$ cat src/hdl/fpc_pkg.sv
package fpc_pkg;
    localparam int ADDR_W = 19;
    localparam int DATA_W = 8;
    // host register offsets (byte addresses, word aligned)
    localparam logic [3:0] REG_CTRL = 4'h0;
    localparam logic [3:0] REG_ADDR = 4'h4;
    localparam logic [3:0] REG_DATA = 4'h8;
    localparam logic [3:0] REG_STAT = 4'hC;
    // ctrl field positions
    localparam int CTRL_CMD_LSB = 0;
    localparam int CTRL_GO_BIT = 4;
    // host commands
    localparam logic [3:0] CMD_READ = 4'h0;
    localparam logic [3:0] CMD_PROG = 4'h1;
    localparam logic [3:0] CMD_CHIP = 4'h2;
    localparam logic [3:0] CMD_SECT = 4'h3;
    localparam logic [3:0] CMD_ADDSECT = 4'h4;
    localparam logic [3:0] CMD_SUSP = 4'h5;
    localparam logic [3:0] CMD_RESUME = 4'h6;
    localparam logic [3:0] CMD_RESET = 4'h7;
    localparam logic [3:0] CMD_IDENT = 4'h8;
    // flash command bytes and unlock addresses
    localparam logic [10:0] UNLOCK_A1 = 11'h555;
    localparam logic [10:0] UNLOCK_A2 = 11'h2AA;
    localparam logic [7:0] BYTE_AA = 8'hAA;
    localparam logic [7:0] BYTE_55 = 8'h55;
    localparam logic [7:0] BYTE_PROG = 8'hA0;
    localparam logic [7:0] BYTE_SETUP = 8'h80;
    localparam logic [7:0] BYTE_CHIP = 8'h10;
    localparam logic [7:0] BYTE_SECT = 8'h30;
    localparam logic [7:0] BYTE_SUSP = 8'hB0;
    localparam logic [7:0] BYTE_RESET = 8'hF0;
    localparam logic [7:0] BYTE_IDENT = 8'h90;
    // bus phase timing in cycles (4 ns each)
    localparam int CLK_MHZ = 250;
    localparam int PHASE_NS = 40;
    localparam int PHASE_CYC = (PHASE_NS * CLK_MHZ + 999) / 1000;
    localparam int WINDOW_US = 50;
    localparam int SUSP_US = 30;
    localparam int SUSP_CYC = SUSP_US * CLK_MHZ;
    localparam int SEQ_MAX = 6;
endpackage : fpc_pkg

$ cat src/hdl/fpc_ctrl.sv
// The implementer's own choices: register access over Avalon-MM and the address map.
`timescale 1ns/1ps
module fpc_ctrl #(
    parameter int SUSP_WAIT = fpc_pkg::SUSP_CYC
) (
    // clock and reset
    input wire logic CLK,
    input wire logic RST_N,
    // avalon-mm slave
    input wire logic [3:0] AVS_ADDRESS,
    input wire logic AVS_READ,
    input wire logic AVS_WRITE,
    input wire logic [31:0] AVS_WRITEDATA,
    output logic [31:0] AVS_READDATA,
    output logic AVS_WAITREQUEST,
    // flash pins
    output logic [fpc_pkg::ADDR_W-1:0] FL_ADDR,
    input wire logic [fpc_pkg::DATA_W-1:0] FL_DQ_IN,
    output logic [fpc_pkg::DATA_W-1:0] FL_DQ_OUT,
    output logic FL_DQ_OE,
    output logic FL_CE_N,
    output logic FL_WE_N,
    output logic FL_OE_N
);
    import fpc_pkg::*;

    typedef enum {ST_IDLE, ST_SETUP, ST_STROBE, ST_HOLD, ST_RSETUP, ST_RSAMPLE, ST_SUSPWAIT} fpc_state_t;

    fpc_state_t state, next_state;
    logic [3:0] cmd, next_cmd;              // active host command
    logic [ADDR_W-1:0] user_addr, next_user_addr;
    logic [DATA_W-1:0] user_data, next_user_data;
    logic [DATA_W-1:0] rd_data, next_rd_data; // last byte read from flash
    logic [2:0] step, next_step;            // bus cycle index in sequence
    logic [15:0] cnt, next_cnt;             // phase timer
    logic busy;
    logic [ADDR_W-1:0] cyc_addr;            // address of current cycle
    logic [DATA_W-1:0] cyc_data;            // data of current cycle
    logic [2:0] seq_len;
    logic [DATA_W-1:0] dq_s1, dq_s2;        // pin synchroniser

    // two flops on the data pins before any logic reads them
    always_ff @(posedge CLK or negedge RST_N) begin
        if (!RST_N) begin
            dq_s1 <= 8'h00;
            dq_s2 <= 8'h00;
        end else begin
            dq_s1 <= FL_DQ_IN;
            dq_s2 <= dq_s1;
        end
    end

    // unlock cycle: only the low eleven address bits carry meaning
    function automatic logic [ADDR_W-1:0] low_addr(input logic [10:0] a);
        low_addr = {{(ADDR_W-11){1'b0}}, a};
    endfunction : low_addr

    assign busy = (state != ST_IDLE);

    // sequence length per command
    always_comb begin
        case (cmd)
            CMD_PROG: seq_len = 3'd4;
            CMD_CHIP: seq_len = 3'd6;
            CMD_SECT: seq_len = 3'd6;
            CMD_IDENT: seq_len = 3'd3;
            // one write per queued sector keeps the gap far below the erase window
            CMD_ADDSECT: seq_len = 3'd1;
            default: seq_len = 3'd1;
        endcase
    end

    // address and data of each write cycle; single-cycle commands drive user_addr, the sector for CMD_ADDSECT
    always_comb begin
        cyc_addr = user_addr;
        cyc_data = user_data;
        case (cmd)
            CMD_PROG, CMD_CHIP, CMD_SECT, CMD_IDENT: begin
                case (step)
                    3'd0: begin
                        cyc_addr = low_addr(UNLOCK_A1);
                        cyc_data = BYTE_AA;
                    end
                    3'd3: begin
                        // fourth cycle: the target byte for a program, a second unlock for erases
                        cyc_addr = (cmd == CMD_PROG) ? user_addr : low_addr(UNLOCK_A1);
                        cyc_data = (cmd == CMD_PROG) ? user_data : BYTE_AA;
                    end
                    3'd1, 3'd4: begin
                        cyc_addr = low_addr(UNLOCK_A2);
                        cyc_data = BYTE_55;
                    end
                    3'd2: begin
                        cyc_addr = low_addr(UNLOCK_A1);
                        cyc_data = (cmd == CMD_PROG) ? BYTE_PROG : (cmd == CMD_IDENT) ? BYTE_IDENT : BYTE_SETUP;
                    end
                    default: begin
                        // final cycle of an erase: the sector with 30, or 555/10
                        cyc_addr = (cmd == CMD_CHIP) ? low_addr(UNLOCK_A1) : user_addr;
                        cyc_data = (cmd == CMD_CHIP) ? BYTE_CHIP : (cmd == CMD_SECT) ? BYTE_SECT : user_data;
                    end
                endcase
            end
            CMD_ADDSECT: cyc_data = BYTE_SECT;
            CMD_SUSP: cyc_data = BYTE_SUSP;
            CMD_RESUME: cyc_data = BYTE_SECT;
            CMD_RESET: cyc_data = BYTE_RESET;
            default: cyc_data = user_data;
        endcase
    end

    // bus sequencer and register file next state
    always_comb begin
        next_state = state;
        next_cmd = cmd;
        next_user_addr = user_addr;
        next_user_data = user_data;
        next_rd_data = rd_data;
        next_step = step;
        next_cnt = cnt;
        if (cnt != 16'h0000) begin
            next_cnt = cnt - 16'h0001;
        end
        case (state)
            ST_IDLE: begin
                // writes land only while idle so a sequence is never torn
                if (AVS_WRITE) begin
                    case (AVS_ADDRESS)
                        REG_CTRL: begin
                            next_cmd = AVS_WRITEDATA[CTRL_CMD_LSB +: 4];
                            next_step = 3'd0;
                            if (AVS_WRITEDATA[CTRL_GO_BIT]) begin
                                next_cnt = 16'(PHASE_CYC);
                                next_state = (AVS_WRITEDATA[CTRL_CMD_LSB +: 4] == CMD_READ) ? ST_RSETUP : ST_SETUP;
                            end
                        end
                        REG_ADDR: next_user_addr = AVS_WRITEDATA[ADDR_W-1:0];
                        REG_DATA: next_user_data = AVS_WRITEDATA[DATA_W-1:0];
                        default: begin
                        end
                    endcase
                end
            end
            ST_SETUP: begin
                // address stable before the enables fall, so the later fall latches it
                if (cnt == 16'h0000) begin
                    next_cnt = 16'(PHASE_CYC);
                    next_state = ST_STROBE;
                end
            end
            ST_STROBE: begin
                // both enables low; their joint rise latches data
                if (cnt == 16'h0000) begin
                    next_cnt = 16'(PHASE_CYC);
                    next_state = ST_HOLD;
                end
            end
            ST_HOLD: begin
                if (cnt == 16'h0000) begin
                    if (step == seq_len - 3'd1) begin
                        // last rise opens the erase window on the device side
                        next_cnt = 16'(SUSP_WAIT);
                        next_state = (cmd == CMD_SUSP) ? ST_SUSPWAIT : ST_IDLE;
                    end else begin
                        next_step = step + 3'd1;
                        next_cnt = 16'(PHASE_CYC);
                        next_state = ST_SETUP;
                    end
                end
            end
            ST_RSETUP: begin
                if (cnt == 16'h0000) begin
                    next_cnt = 16'(PHASE_CYC);
                    next_state = ST_RSAMPLE;
                end
            end
            ST_RSAMPLE: begin
                // wait for sync delay after output enable, then capture
                if (cnt == 16'h0000) begin
                    next_rd_data = dq_s2;
                    next_state = ST_IDLE;
                end
            end
            ST_SUSPWAIT: begin
                // suspend needs up to 30us before other sectors are usable
                if (cnt == 16'h0000) begin
                    next_state = ST_IDLE;
                end
            end
            default: next_state = ST_IDLE;
        endcase
    end

    // state registers
    always_ff @(posedge CLK or negedge RST_N) begin
        if (!RST_N) begin
            state <= ST_IDLE;
            cmd <= CMD_READ;
            user_addr <= '0;
            user_data <= '0;
            rd_data <= '0;
            step <= 3'd0;
            cnt <= 16'h0000;
        end else begin
            state <= next_state;
            cmd <= next_cmd;
            user_addr <= next_user_addr;
            user_data <= next_user_data;
            rd_data <= next_rd_data;
            step <= next_step;
            cnt <= next_cnt;
        end
    end

    // pin outputs registered; enables and read address from next state, write address and data from the current cmd and step
    always_ff @(posedge CLK or negedge RST_N) begin
        if (!RST_N) begin
            FL_ADDR <= '0;
            FL_DQ_OUT <= '0;
            FL_DQ_OE <= 1'b0;
            FL_CE_N <= 1'b1;
            FL_WE_N <= 1'b1;
            FL_OE_N <= 1'b1;
        end else begin
            FL_ADDR <= (next_state == ST_RSETUP || next_state == ST_RSAMPLE) ? next_user_addr : cyc_addr;
            FL_DQ_OUT <= cyc_data;
            FL_DQ_OE <= (next_state == ST_SETUP || next_state == ST_STROBE || next_state == ST_HOLD);
            FL_CE_N <= !(next_state == ST_STROBE || next_state == ST_RSETUP || next_state == ST_RSAMPLE);
            FL_WE_N <= !(next_state == ST_STROBE);
            FL_OE_N <= !(next_state == ST_RSETUP || next_state == ST_RSAMPLE);
        end
    end

    // read mux; host polls status bits itself to find the end of an operation
    always_comb begin
        AVS_WAITREQUEST = 1'b0;
        AVS_READDATA = 32'h00000000;
        // data shows only while a read is held, zero otherwise
        if (AVS_READ) begin
            case (AVS_ADDRESS)
                REG_CTRL: AVS_READDATA = {27'h0000000, 1'b0, cmd};
                REG_ADDR: AVS_READDATA = {13'h0000, user_addr};
                REG_DATA: AVS_READDATA = {24'h000000, user_data};
                REG_STAT: AVS_READDATA = {23'h000000, busy, rd_data};
                default: AVS_READDATA = 32'h00000000;
            endcase
        end
    end
endmodule : fpc_ctrl

$ cat config.mk
export PLATFORM = sky130hd
export DESIGN_NAME = fpc_ctrl
export DESIGN_NICKNAME = d
export VERILOG_FILES = /design/src/hdl/fpc_pkg.sv /design/src/hdl/fpc_ctrl.sv
export SDC_FILE = /design/constraint.sdc
export NUM_CORES = 1
export LEC_CHECK = 0
export CORE_MARGIN = 4
export CORE_UTILIZATION = 57
export DETAILED_ROUTE_END_ITERATION = 8
export DONT_BUFFER_PORTS = 1
export PLACE_DENSITY = 0.77
export SYNTH_ARGS = -nofsm -noshare
export SYNTH_HDL_FRONTEND = slang
export SYNTH_SLANG_ARGS = --single-unit
$ cat constraint.sdc
create_clock -name CLK -period 2.6 [get_ports CLK]
set_input_delay 0.26 -clock CLK [delete_from_list [all_inputs] [get_ports CLK]]
set_output_delay 0.26 -clock CLK [all_outputs]
set_load 0.02 [all_outputs]
==> results_dict.tcl <==
set metrics [dict create \
    wl_per_cell_um 20.46 \
    clockBufferDepth 2 \
    die_area_mm2 0.01249 \
    pwr-share-seq_pct 48.4 \
    clkPwrFrac_pct 49.4 \
    final_cell_mix "132 x dfrtp_1, 45 x buf_4, 43 x conb_1, 38 x nor2_1, 36 x mux2_2" \
    syn_avg_cell_area_um2 11.53 \
    power_density_mw_per_mm2 591.5 \
    violations "negative hold slack, negative setup slack" \
    timing.hold.ws_ns -0.5782 \
    worstPathRequired_ns 3.01 \
    numCtsBuffers 17 \
    initial_core_util_pct 58.89 \
    num_antenna_cells 0 \
    placed_area_mm2 0.006531 \
    htreeDepth 4 \
    switching_power_mw 1.113 \
    portBuffers 0 \
    routed-via-count 4560 \
    internal-power_mw 3.427 \
    postCtsHoldBufs 27 \
    drc 0 \
    syn_to_final_growth_pct 25.11 \
    gp_congestion 0.8898 \
    cts.sinks 137 \
    design_area_mm2 0.007675 \
    endpoint_kind "register" \
    clkLatencyLatePin_ns 0.54 \
    fp.dieW_um 111.7 \
    synth_cell_type_count 74 \
    hold_class "in2async" \
    num_rows 37 \
    grt_pass1_wl_um 24330 \
    fmax_ghz 0.3763 \
    cts_tree "done" \
    setup_viol 12 \
    overflow 0 \
    final_layout_size_suffix_gt1_share_pct 26.50 \
    slowest_delay_ns 0.45 \
    synth_edf_count 0 \
    nNetsFinal 692 \
    fillers 635 \
    irDropWorstVdd_mv 0.5415 \
    utilization_pct 73.68 \
    first_iter_violations 362 \
    synth_seq_cells 137 \
    worst_slew_pin_slew_ns 0.6804 \
    final.period_utilization_pct 102.2 \
    syn_area_mm2 0.006135 \
    crit_family "compound AO/OA/AOI/OAI gates" \
    status "finished with violations" \
    start_kind "register" \
    routed_wl_um 16060 \
    synthFlopType "dfrtp_1" \
    antenna_found_initial 0 \
    core_area_mm2 0.01042 \
    setup_tns_ns -0.3452 \
    hold_viol 137 \
    cap_violations 0 \
    grt_usage_pct 25.07 \
    post-route-worst-setup-slack_ns -0.05760 \
    rsz0062_at_grt "yes" \
    leakage_nw 3.483 \
    pre_cts_slack_ns -0.2784 \
    ys_warn_count 0 \
    ant_nets 0 \
    slew_viol_final 0 \
    comb_power_share_pct 2.2 \
    swShare_pct 24.52 \
    syn_inst 532 \
    max-slew-margin-rel_pct 54.07 \
    critical_path_peak_fanout 6 \
    cp_num_buf_inv 1 \
    power_mw 4.540 \
    clk_pin_slew_ns 0.07 \
    grt_max_degree 138 \
    fin_crit_ns 2.658 \
    cp_slowest_cell "dfrtp_2" \
    first_pass_iters 5 \
    synthArstFlopShare_pct 100.0 \
    cts_root_buf "clkbuf_8" \
    ios 112 \
    crit_type "reg2reg" \
    cp.arrival_ns 3.07 \
    dpl.hpwl_um 9822 \
    die_y_um 111.7 \
    grt_pass1_vias 4484 \
    synth_seq_area_share_pct 55.95 \
    final.setup_skew_ns 0.01618 \
    cp_cell_sequence "nor4b_4 > nor2_2 > ha_4 > xor2_2 > nand4_1 > a2111oi_2 > o21a_2 > buf_6 > a21oi_4 > o21bai_2" \
    vias_per_cell 5.809 \
    layout_commonest_cell "dfrtp_1" \
]
[final cells by class]
| type | instances | area, um2 | area share (%) |
|---|---|---|---|
| tap | 136 | 170.2 | 2.217 |
| inverter | 22 | 82.58 | 1.076 |
| clock inverter | 15 | 133.9 | 1.744 |
| clock buffer | 17 | 414.1 | 5.396 |
| sequential | 137 | 3435 | 44.75 |
| timing repair buffer | 76 | 661.9 | 8.624 |
| multi-input combinational | 382 | 2778 | 36.19 |
[cells in the mapped netlist, drive strengths merged, types with 10 or more instances]
cell type    n  area share, %
dfrtp      134             55
nand2       33            2.1
inv         22            1.3
o21ai       30            2.4
nor4        14            1.9
and3        11            1.1
buf         23            2.8
nor2        40            2.4
and2        10            1.0
nor2b       10            1.0
a21oi       26            2.2
nand3       16            1.4
mux2        37            6.9
clkbuf      11           0.69
[flip-flops by register name, summed over array words and instances, names as in the netlist]
signal     flops
dq_s1          8
FL_DQ_OUT      8
cnt           16
FL_CE_N        1
step           3
rd_data        8
FL_DQ_OE       1
FL_WE_N        1
user_data      8
user_addr     19
FL_OE_N        1
state         32
dq_s2          8
FL_ADDR       19
cmd            4
[routing by layer]
metal,wire length (um),vias up,track usage (%)
met2,8362,193,43.53
met4,645,0,9.651
li1,-,2048,-
met3,996,46,6.576
met1,6060,2273,29.89
met5,0,-,0
[worst paths after layout]
kind                                    start                    to  slack [ns]  cells after the start
setup / recovery           cmd[1]$_DFFE_PN0P_  FL_ADDR[5]$_DFF_PN0_       -0.06                     10
hold / removal                          RST_N   step[0]$_DFFE_PN0P_       -0.58                      0
setup reg to reg           cmd[1]$_DFFE_PN0P_  FL_ADDR[5]$_DFF_PN0_       -0.06                     10
hold reg to reg            dq_s1[7]$_DFF_PN0_    dq_s2[7]$_DFF_PN0_        0.34                      0
max in group asynchronous               RST_N     FL_WE_N$_DFF_PN1_        2.95                      0
min in group CLK               AVS_ADDRESS[0]      cnt[3]$_DFF_PN0_        0.12                      3
[metrics by stage]
stage | hold WS, ns | std cells
after global routing | -0.5968 | 785
after CTS | -0.5907 | 771
final | -0.5782 | 785
after floorplan | -0.03559 | 574
after global placement | -0.02994 | 709
after detailed placement | -0.02931 | 709
[cell families (layout without fill, tap and decap cells)]
kind of cell	count (synthesis)	after routing	synth area share [%]
simple gates	168	168	15.24
other cells	1	43	0.06113
fa+ha+maj	9	9	1.795
flops	137	137	55.95
compound gates	103	104	11.26
mux	47	47	9.300
buf+inv	56	130	4.834
xor+xnor	11	11	1.570
[power groups by stage]
stage / Combinational (mW) / Sequential [mW] / Clock, mW
after floorplan: 0.0690 / 2.23 / 0
after global placement: 0.0541 / 2.23 / 0
after detailed placement: 0.0552 / 2.23 / 0
after CTS: 0.0921 / 2.19 / 2.23
after global routing: 0.108 / 2.20 / 2.37
final: 0.101 / 2.20 / 2.24
[what timing repair did]
action | CTS | global route
endpoints found under the hold margin | 177 | 137
setup buffers | 3 | 13
resized for setup | 15 | 22
pin swaps | 8 | 9
setup endpoints to repair | 22 | 34
gates cloned | 0 | 1
(Power assumes the default switching activity.)
